[config.mk]
export PLATFORM = sky130hd
export DESIGN_NAME = dual_gpio_port_f_g
export DESIGN_NICKNAME = d
export VERILOG_FILES = /design/src/core/dual_gpio_port_f_g.v
export VERILOG_INCLUDE_DIRS = /design/src /design/src/core
export SDC_FILE = /design/constraint.sdc
export NUM_CORES = 1
export LEC_CHECK = 0
export ABC_AREA = 1
export BUFFER_PORTS_ARGS = -buffer_cell sky130_fd_sc_hd__buf_4
export CORE_ASPECT_RATIO = 0.8
export CORE_UTILIZATION = 50
export DETAILED_ROUTE_END_ITERATION = 10
export GPL_TIMING_DRIVEN = 0
export HOLD_SLACK_MARGIN = 0.03
export PLACE_DENSITY_LB_ADDON = 0.1
export SLEW_MARGIN = 20
export SYNTH_ARGS = -nofsm -noshare
export SYNTH_HDL_FRONTEND = slang
export SYNTH_SLANG_ARGS = --single-unit
[constraint.sdc]
create_clock -name clk -period 1.8 [get_ports clk]
set_input_delay 0 -clock clk [delete_from_list [all_inputs] [get_ports clk]]
set_output_delay 0 -clock clk [all_outputs]
set_load 0.05 [all_outputs]
[src/core/gpio_fg_map.vh]
`ifndef GPIO_FG_MAP_VH
`define GPIO_FG_MAP_VH
// ----------------------------------------
// register word indices; byte address is four times the index
// ----------------------------------------
`define F_DIRECTION_REG_OFS 4'h0
`define F_PIN_REG_OFS 4'h1
`define F_LATCH_REG_OFS 4'h2
`define G_DIRECTION_REG_OFS 4'h3
`define G_PIN_REG_OFS 4'h4
`define G_LATCH_REG_OFS 4'h5
`define F_ANALOG_SEL_OFS 4'h6
`define F_ALT_SEL_OFS 4'h7
`define G_ALT_SEL_OFS 4'h8
// ----------------------------------------
// reset values
// ----------------------------------------
`define F_DIRECTION_RST 8'hff
`define F_LATCH_RST 8'h00
`define G_DIRECTION_RST 5'h1f
`define G_LATCH_RST 5'h00
`define F_ANALOG_SEL_RST 7'h7f
`define F_ALT_SEL_RST 4'h0
`define G_ALT_SEL_RST 5'h00
`define G_SYNC_RST 5'h04
// ----------------------------------------
// alternate-function bit positions
// ----------------------------------------
`define F_ALT_CMP_TWO_OUT 0
`define F_ALT_CMP_ONE_OUT 1
`define F_ALT_CMP_REF_OUT 2
`define F_ALT_SS 3
`define G_ALT_CAPCMP_CH3 0
`define G_ALT_USART 1
`define G_ALT_CAPCMP_CH4 3
`define G_ALT_CAPCMP_CH5 4
`endif

[src/core/dual_gpio_port_f_g.v]
`timescale 1ns/100ps
`include "gpio_fg_map.vh"
module dual_gpio_port_f_g
(
    // system
    input wire clk,
    input wire resetn,
    // wishbone slave
    input wire wb_cyc_i,
    input wire wb_stb_i,
    input wire wb_we_i,
    input wire [5:0] wb_adr_i,
    input wire [3:0] wb_sel_i,
    input wire [31:0] wb_dat_i,
    output reg [31:0] wb_dat_o,
    output reg wb_ack_o,
    // port f pins
    input wire [7:0] f_pin_in,
    output reg [7:0] f_pin_out,
    output reg [7:0] f_pin_oe,
    // port g pins
    input wire [4:0] g_pin_in,
    output reg [4:0] g_pin_out,
    output reg [4:0] g_pin_oe,
    // comparator, reference, analog channel and slave-select peripherals
    input wire comparator_one_out,
    input wire comparator_two_out,
    input wire comparator_reference_out,
    output reg [6:0] analog_channel_in,
    output reg ssp_slave_select_n,
    // capture/compare channels 3..5
    input wire [2:0] ccp_out,
    input wire [2:0] ccp_out_en,
    output reg [2:0] ccp_capture_in,
    // usart two
    input wire usart_two_tx_clk,
    input wire usart_two_tx_clk_oe,
    input wire usart_two_rx_data_out,
    input wire usart_two_rx_data_oe,
    output reg usart_two_rx_data,
    output reg usart_two_clk_in
);

// ----------------------------------------
// registers
// ----------------------------------------
reg [7:0] f_direction_reg;
reg [7:0] f_latch_reg;
reg [4:0] g_direction_reg;
reg [4:0] g_latch_reg;
reg [6:0] f_analog_sel;
reg [3:0] f_alt_sel;
reg [4:0] g_alt_sel;
reg [7:0] f_sync1;
reg [7:0] f_sync2;
reg [4:0] g_sync1;
reg [4:0] g_sync2;

// ----------------------------------------
// bus decode
// ----------------------------------------
// one access per ack: the cycle that acks never starts another
wire wb_req = wb_cyc_i & wb_stb_i & ~wb_ack_o;
wire wb_wr = wb_req & wb_we_i & wb_sel_i[0];
wire [3:0] reg_idx = wb_adr_i[5:2];

function hit;
    input [3:0] idx;
    input [3:0] ofs;
    begin
        hit = (idx == ofs);
    end
endfunction

// ----------------------------------------
// register write strobes
// ----------------------------------------
wire f_dir_we = wb_wr & hit(reg_idx, `F_DIRECTION_REG_OFS);
// pin and latch addresses both land in the latch
wire f_latch_we = wb_wr & (hit(reg_idx, `F_PIN_REG_OFS) | hit(reg_idx, `F_LATCH_REG_OFS));
wire g_dir_we = wb_wr & hit(reg_idx, `G_DIRECTION_REG_OFS);
wire g_latch_we = wb_wr & (hit(reg_idx, `G_PIN_REG_OFS) | hit(reg_idx, `G_LATCH_REG_OFS));
wire f_analog_we = wb_wr & hit(reg_idx, `F_ANALOG_SEL_OFS);
wire f_alt_we = wb_wr & hit(reg_idx, `F_ALT_SEL_OFS);
wire g_alt_we = wb_wr & hit(reg_idx, `G_ALT_SEL_OFS);

// ----------------------------------------
// port f registers
// ----------------------------------------
// overrides never reach the direction registers
always @(posedge clk or negedge resetn)
begin
    if (!resetn)
    begin
        f_direction_reg <= `F_DIRECTION_RST;
        f_latch_reg <= `F_LATCH_RST;
    end
    else
    begin
        if (f_dir_we)
            f_direction_reg <= wb_dat_i[7:0];
        if (f_latch_we)
            f_latch_reg <= wb_dat_i[7:0];
    end
end

// ----------------------------------------
// port g registers
// ----------------------------------------
// only five bits are stored, so the upper three cannot be written
always @(posedge clk or negedge resetn)
begin
    if (!resetn)
    begin
        g_direction_reg <= `G_DIRECTION_RST;
        g_latch_reg <= `G_LATCH_RST;
    end
    else
    begin
        if (g_dir_we)
            g_direction_reg <= wb_dat_i[4:0];
        if (g_latch_we)
            g_latch_reg <= wb_dat_i[4:0];
    end
end

// ----------------------------------------
// alternate-function selects
// ----------------------------------------
always @(posedge clk or negedge resetn)
begin
    if (!resetn)
    begin
        f_analog_sel <= `F_ANALOG_SEL_RST;
        f_alt_sel <= `F_ALT_SEL_RST;
        g_alt_sel <= `G_ALT_SEL_RST;
    end
    else
    begin
        if (f_analog_we)
            f_analog_sel <= wb_dat_i[6:0];
        if (f_alt_we)
            f_alt_sel <= wb_dat_i[3:0];
        if (g_alt_we)
            g_alt_sel <= wb_dat_i[4:0];
    end
end

// ----------------------------------------
// pin synchronisers
// ----------------------------------------
// pins are asynchronous; only the second stage is read by any logic
always @(posedge clk or negedge resetn)
begin
    if (!resetn)
    begin
        f_sync1 <= 8'h00;
        f_sync2 <= 8'h00;
    end
    else
    begin
        f_sync1 <= f_pin_in;
        f_sync2 <= f_sync1;
    end
end

// receive data idles high; a low reset value would fake a start bit
always @(posedge clk or negedge resetn)
begin
    if (!resetn)
    begin
        g_sync1 <= `G_SYNC_RST;
        g_sync2 <= `G_SYNC_RST;
    end
    else
    begin
        g_sync1 <= g_pin_in;
        g_sync2 <= g_sync1;
    end
end

// analog-selected pins read zero, digital buffer is disabled there
wire [7:0] f_read = f_sync2 & ~{1'b0, f_analog_sel};

// ----------------------------------------
// bus read and ack
// ----------------------------------------
reg [31:0] next_rdata;
always @*
begin
    next_rdata = 32'h0000_0000;
    case (reg_idx)
        `F_DIRECTION_REG_OFS: next_rdata[7:0] = f_direction_reg;
        `F_PIN_REG_OFS: next_rdata[7:0] = f_read;
        `F_LATCH_REG_OFS: next_rdata[7:0] = f_latch_reg;
        `G_DIRECTION_REG_OFS: next_rdata[4:0] = g_direction_reg;
        `G_PIN_REG_OFS: next_rdata[4:0] = g_sync2;
        `G_LATCH_REG_OFS: next_rdata[4:0] = g_latch_reg;
        `F_ANALOG_SEL_OFS: next_rdata[6:0] = f_analog_sel;
        `F_ALT_SEL_OFS: next_rdata[3:0] = f_alt_sel;
        `G_ALT_SEL_OFS: next_rdata[4:0] = g_alt_sel;
        default: next_rdata = 32'h0000_0000;
    endcase
end

always @(posedge clk or negedge resetn)
begin
    if (!resetn)
    begin
        wb_ack_o <= 1'b0;
        wb_dat_o <= 32'h0000_0000;
    end
    else
    begin
        // unmapped addresses still ack, reading zero
        wb_ack_o <= wb_req;
        wb_dat_o <= wb_req ? next_rdata : 32'h0000_0000;
    end
end

// ----------------------------------------
// pin muxing with peripheral overrides
// ----------------------------------------
reg [7:0] next_f_out;
reg [7:0] next_f_oe;
reg [4:0] next_g_out;
reg [4:0] next_g_oe;
always @*
begin
    next_f_out = f_latch_reg;
    next_f_oe = ~f_direction_reg;
    next_f_oe[6:0] = next_f_oe[6:0] & ~f_analog_sel;
    if (f_alt_sel[`F_ALT_CMP_TWO_OUT])
    begin
        next_f_out[1] = comparator_two_out;
        next_f_oe[1] = 1'b1;
    end
    if (f_alt_sel[`F_ALT_CMP_ONE_OUT])
    begin
        next_f_out[2] = comparator_one_out;
        next_f_oe[2] = 1'b1;
    end
    if (f_alt_sel[`F_ALT_CMP_REF_OUT])
    begin
        next_f_out[5] = comparator_reference_out;
        next_f_oe[5] = 1'b1;
    end
    // slave select is an input only, so it forces the driver off
    if (f_alt_sel[`F_ALT_SS])
        next_f_oe[7] = 1'b0;
end

// ----------------------------------------
// port g pin muxing
// ----------------------------------------
// here the peripherals choose direction through their own enables
always @*
begin
    next_g_out = g_latch_reg;
    next_g_oe = ~g_direction_reg;
    if (g_alt_sel[`G_ALT_CAPCMP_CH3])
    begin
        next_g_out[0] = ccp_out[0];
        next_g_oe[0] = ccp_out_en[0];
    end
    if (g_alt_sel[`G_ALT_USART])
    begin
        next_g_out[1] = usart_two_tx_clk;
        next_g_oe[1] = usart_two_tx_clk_oe;
        next_g_out[2] = usart_two_rx_data_out;
        next_g_oe[2] = usart_two_rx_data_oe;
    end
    if (g_alt_sel[`G_ALT_CAPCMP_CH4])
    begin
        next_g_out[3] = ccp_out[1];
        next_g_oe[3] = ccp_out_en[1];
    end
    if (g_alt_sel[`G_ALT_CAPCMP_CH5])
    begin
        next_g_out[4] = ccp_out[2];
        next_g_oe[4] = ccp_out_en[2];
    end
end

// ----------------------------------------
// pin drivers
// ----------------------------------------
// registered, so a pin follows a register write one edge later
always @(posedge clk or negedge resetn)
begin
    if (!resetn)
    begin
        f_pin_out <= 8'h00;
        f_pin_oe <= 8'h00;
        g_pin_out <= 5'h00;
        g_pin_oe <= 5'h00;
    end
    else
    begin
        f_pin_out <= next_f_out;
        f_pin_oe <= next_f_oe;
        g_pin_out <= next_g_out;
        g_pin_oe <= next_g_oe;
    end
end

// ----------------------------------------
// peripheral inputs
// ----------------------------------------
always @(posedge clk or negedge resetn)
begin
    if (!resetn)
    begin
        analog_channel_in <= 7'h00;
        ssp_slave_select_n <= 1'b1; // deselected while idle
        ccp_capture_in <= 3'h0;
        usart_two_rx_data <= 1'b1; // idle line level
        usart_two_clk_in <= 1'b0;
    end
    else
    begin
        analog_channel_in <= f_sync2[6:0] & f_analog_sel;
        ssp_slave_select_n <= f_alt_sel[`F_ALT_SS] ? f_sync2[7] : 1'b1;
        ccp_capture_in <= {g_sync2[4], g_sync2[3], g_sync2[0]};
        usart_two_rx_data <= g_sync2[2];
        usart_two_clk_in <= g_sync2[1];
    end
end

endmodule // dual_gpio_port_f_g

== Word-level counts from Yosys, hierarchy flattened ==
Cells that the tools add are included.

* Equality and inequality tests: 8
* Multiplexer cells: 21
* Bitwise gates (word level): 21
* Reduce and logical (&&, ||, !) cells: 1

{| class="wikitable"
|+ Operators with widths
! kind !! number
|-
| $pmux 4 s9 || 1
|-
| $eq 4x3->1 const B || 4
|-
| $and 7x7->7 || 2
|-
| $mux 1 || 14
|-
| $and 1x1->1 || 11
|-
| $and 8x8->8 || 1
|-
| $eq 4x2->1 const B || 2
|-
| $mux 8 || 1
|-
| $not 7->8 || 1
|-
| $not 8->8 || 1
|-
| $pmux 1 s8 || 1
|-
| $pmux 2 s4 || 1
|-
| $not 7->7 || 1
|-
| $not 5->5 || 1
|-
| $eq 4x1->1 const B || 1
|-
| $eq 4x4->1 const B || 1
|-
| $logic_not 4->1 || 1
|-
| $mux 2 || 2
|-
| $pmux 1 s3 || 1
|-
| $or 1x1->1 || 2
|-
| $not 1->1 || 1
|}

* Flip-flop bits (word level): 116
* Bits of input ports: 73
* Word-level logic and storage cells: 73

== Depth between registers and ports, before layout ==
* Depth in word-level cells: 5
* Mapped depth: 8

== Least setup slack after synthesis ==
Ideal clock, no wire load.

* Kind: register to register
* Start point: register wb_ack_o
* End point: register f_latch_reg[6]
* Library setup time: 0.118 ns
* Arrival: 1.426 ns
* Path slack: 0.255 ns
* Stages on the path, launching flop included: 8
* Path buffers: 1
* Clock period less this slack: 1.545 ns
* Cells stage by stage: dfrtp_1 > nor2_2 > nand2_2 > nor2_8 > nand2_4 > buf_6 > nand2_1 > o21ai_2

* Longest elaborated chain between the ends: 5

{| class="wikitable"
|+ Ends and longest elaborated chain
! item !! RTL line !! RTL
|-
| from (decl) || dual_gpio_port_f_g.v:16 || <nowiki>output reg wb_ack_o,</nowiki>
|-
| from (signal assigned) || dual_gpio_port_f_g.v:216 || <nowiki>wb_ack_o <= wb_req;</nowiki>
|-
| $not 1->1 || dual_gpio_port_f_g.v:63 || <nowiki>wire wb_req = wb_cyc_i & wb_stb_i & ~wb_ack_o;</nowiki>
|-
| $and 1x1->1 || dual_gpio_port_f_g.v:63 ||
|-
| $and 1x1->1 (2 in series) || dual_gpio_port_f_g.v:64 || <nowiki>wire wb_wr = wb_req & wb_we_i & wb_sel_i[0];</nowiki>
|-
| $and 1x1->1 || dual_gpio_port_f_g.v:80 || <nowiki>wire f_latch_we = wb_wr & (hit(reg_idx, `F_PIN_REG_OFS) | hit(reg_idx, `F_LATCH_REG_OFS));</nowiki>
|-
| to (signal assigned) || dual_gpio_port_f_g.v:96 || <nowiki>f_latch_reg <= `F_LATCH_RST;</nowiki>
|-
| to (signal assigned) || dual_gpio_port_f_g.v:103 || <nowiki>f_latch_reg <= wb_dat_i[7:0];</nowiki>
|-
| to (decl) || dual_gpio_port_f_g.v:48 || <nowiki>reg [7:0] f_latch_reg;</nowiki>
|}

No other way between the ends.
A chain may end at the register's enable or synchronous reset.

== Worst setup path in the final report ==
* Start point: register wb_ack_o
* End point: register g_alt_sel[4]

* Longest elaborated chain between the ends: 5

{| class="wikitable"
|+ Ends and longest elaborated chain
! item !! RTL line !! RTL
|-
| $not 1->1 || dual_gpio_port_f_g.v:63 ||
|-
| $and 1x1->1 || dual_gpio_port_f_g.v:63 ||
|-
| $and 1x1->1 (2 in series) || dual_gpio_port_f_g.v:64 ||
|-
| $and 1x1->1 || dual_gpio_port_f_g.v:85 || <nowiki>wire g_alt_we = wb_wr & hit(reg_idx, `G_ALT_SEL_OFS);</nowiki>
|-
| to (signal assigned) || dual_gpio_port_f_g.v:136 || <nowiki>g_alt_sel <= `G_ALT_SEL_RST;</nowiki>
|-
| to (signal assigned) || dual_gpio_port_f_g.v:145 || <nowiki>g_alt_sel <= wb_dat_i[4:0];</nowiki>
|-
| to (decl) || dual_gpio_port_f_g.v:53 || <nowiki>reg [4:0] g_alt_sel;</nowiki>
|}

No other way between the ends.

==> results.py <==
metrics = {
    "sta": {
        "min_period_ns": 1.58,
        "finalSetupViolations": 0,
        "clock.fmax_ghz": 0.633,
        "slew_headroom_pct": 41.1,
        "hold_viol_final": 0,
        "fin_crit_sh_pct": 87.7,
        "slew_violations": 0,
        "tns_ns": 0,
        "tightest_slew_ns": 0.884,
        "rsz0062_at_grt": "false",
        "fin_skew_ns": 0.0101,
    },
    "logic_synthesis": {
        "netlist_top_cells_count": "92 x dfrtp_1, 90 x nand2_1, 42 x nand3_1",
        "ys_seq_area_share_pct": 64.1,
        "yosys.area.top_type": "dfrtp_1",
        "ys_async_sr_fraction_pct": 100,
        "yosysWarnings": 0,
        "yosysMostFrequentCell": "dfrtp_1",
        "netlist_area_mm2": 0.00457,
        "synth_edf_count": 0,
        "ys_ff_latch": 116,
        "yosysUniqueCellTypes": 29,
        "syn_area_per_cell_um2": 10.5,
        "synth_top_area_share_pct": 50.3,
        "synth_cells": 434,
        "ys.flop_type": "dfrtp_1",
        "ys_top_cells_by_area": "dfrtp_1 50%, dfstp_2 14%, nand2_1 7.4%",
    },
    "worst_setup_path": {
        "path_class": "flop to flop",
        "cpPeakStageDelay_ns": 0.38,
        "crit_path_top_delay_cell": "dfrtp_1",
        "r2r_cells": 5,
        "worstPathMaxFanout": 10,
        "path_cells": "nor2_2 -> nand2_2 -> nor2_8 -> nand3_2 -> o21ai_0",
        "cp.depth": 5,
        "arrival_ns": 1.89,
        "cp-start-kind": "flop",
        "critPathCaptureType": "flop",
        "cp.required_ns": 2.11,
        "cpLargestDelayFamily": "simple AND/OR/NAND/NOR gates",
        "path_buf_inv": 0,
    },
    "power_and_ir_drop": {
        "ir_worst_vdd_uv": 975,
        "cellPowerDensity_mw_per_mm2": 1170,
        "power_leakage_nw": 3.22,
        "total_power_mw": 7.59,
    },
    "grt": {
        "grt_start_max_net_pins": 117,
        "grt_pass1_vias": 3615,
        "grt_pass1_wl_um": 16900,
        "antenna_found_initial": 0,
        "overflow": 0,
        "grtUsageTotal_pct": 24.3,
    },
    "final_layout": {
        "nFillCells": 622,
        "seqCellArea_mm2": 0.00293,
        "diodes": 0,
        "area_growth_syn_to_layout_pct": 41.9,
        "finish.net_count": 678,
        "drive_gt1_share_pct": 33.3,
        "multi_input_area_mm2": 0.00132,
    },
    "floorplan": {
        "die_x_um": 109,
        "core_mm2": 0.00867,
        "start_util_pct": 52.7,
        "die_area_mm2": 0.00954,
        "die_h_um": 87.5,
        "fp-row-count": 30,
        "pin_count": 145,
    },
    "drt": {
        "drtIter0Drc": 161,
        "wl_per_cell_um": 14.3,
        "route.detailed.drc": 0,
        "wirelength_um": 10400,
        "vias_per_cell": 4.86,
        "vias": 3547,
        "ant_nets": 0,
        "dr.pass1.iters": 5,
    },
    "job": {
        "cap_violations": 0,
    },
    "clock_network": {
        "cts_setup_buffers": 0,
        "cts_tree": "done",
        "clk_pin_slew_worst_paths_ns": 0.05,
        "h-tree-depth": 4,
        "cts_resized": 0,
        "clockBufferDepth": 2,
        "clkLatencyLatePin_ns": 0.41,
        "numCtsBuffers": 17,
        "cts-root-buf": "clkbuf_16",
        "clock-sinks": 116,
    },
    "run_status": {
        "status": "complete, no violations",
    },
    "placed_design": {
        "port_buffers": 91,
        "routabilityCongestion": 0.887,
        "dp_hpwl_um": 6750,
    },
    "min_path": {
        "hold_path_depth": 3,
        "min_path_type": "primary input to flop",
    },
}
-- cells in the final DEF, fill, tap and decap left out, drive strengths merged --
cell / synthesis / final
buf: 33 / 123
nand2: 95 / 95
dfrtp: 92 / 92
o21ai: 56 / 56
nand3: 46 / 46
dlygate4sd3: 0 / 38
inv: 36 / 36
nor2: 36 / 36
conb: 1 / 24
dfstp: 24 / 24
clkbuf: 1 / 24
a21oi: 5 / 5
mux2: 5 / 5
bufinv: 0 / 4
clkinv: 0 / 4
clkinvlp: 0 / 2
o22ai: 1 / 1
nand4: 1 / 1
and3: 1 / 1
o211ai: 1 / 1
-- path summary, 6_finish.rpt --
path / from / endpoint / slack (ns)
worst max-delay path: wb_ack_o$_DFF_PN0_ / g_alt_sel[4]$_DFFE_PN0P_ / 0.22
worst min-delay path: wb_cyc_i / wb_dat_o[5]$_DFF_PN0_ / 0.08
worst max register to register: wb_ack_o$_DFF_PN0_ / g_alt_sel[4]$_DFFE_PN0P_ / 0.22
worst min register to register: g_sync1[3]$_DFF_PN0_ / g_sync2[3]$_DFF_PN0_ / 0.34
max in group asynchronous: resetn / f_pin_oe[7]$_DFF_PN0_ / 0.92
min in group asynchronous: resetn / g_pin_out[1]$_DFF_PN0_ / 0.29
-- routing by layer --
layer	up-vias	track usage [%]	wire (µm)
met5	-	0	0
met4	0	8.72	157
met3	18	8.71	730
met2	144	38.7	5070
met1	1686	30.8	4480
li1	1699	-	-
-- power by group --
part,internal [mW],leakage [nW],switching [mW],total [mW]
logic,0.380,1.52,0.754,1.13
registers,2.85,1.39,0.120,2.97
clock network,2.38,0.300,1.11,3.49
-- through the flow --
| step | cells | area (µm²) | hold WS (ns) | setup WS [ns] | utilization, % |
|---|---|---|---|---|---|
| global placement | 660 | 5480 | 0.109 | 0.287 | 63.2 |
| floorplan | 457 | 4660 | -0.296 | 0.255 | - |
| detailed placement | 660 | 5490 | 0.110 | 0.261 | 63.3 |
| CTS | 730 | 6490 | 0.0615 | 0.216 | 74.8 |
| finish | 730 | 6490 | 0.0766 | 0.221 | 74.8 |
| global route | 730 | 6490 | 0.0874 | 0.0866 | 74.8 |
-- repair_timing --
action,CTS,global route
hold buffers,38,0
setup endpoints to repair,0,0
endpoints found under the hold margin,157,0
-- layout make-up --
type                    instances  area share [%]
clock buffers                  22            7.15
multi-input cells             271            20.4
repair buffers                129            16.5
clock inverters                10            2.39
flip-flops and latches        116            45.2
well taps                     112            2.16
plain buffers                  34            4.17
inverters                      36            2.08
-- worst register-to-register path, cell delays in order, from the launching register on --
cell and delay [ns]:
dfrtp_1 0.38, nor2_2 0.12, nand2_2 0.20, nor2_8 0.27
nand3_2 0.24, o21ai_0 0.28
-- logic make-up (layout without fill, tap and decap cells) --
family / after synthesis / count (layout) / share of synthesized area, %
mux: 5 / 5 / 1.23
other cells: 1 / 24 / 0.0820
compound gates: 63 / 63 / 7.63
buf+inv: 70 / 231 / 8.86
simple gates: 179 / 179 / 18.1
flops: 116 / 116 / 64.1
(Power assumes the default switching activity.)
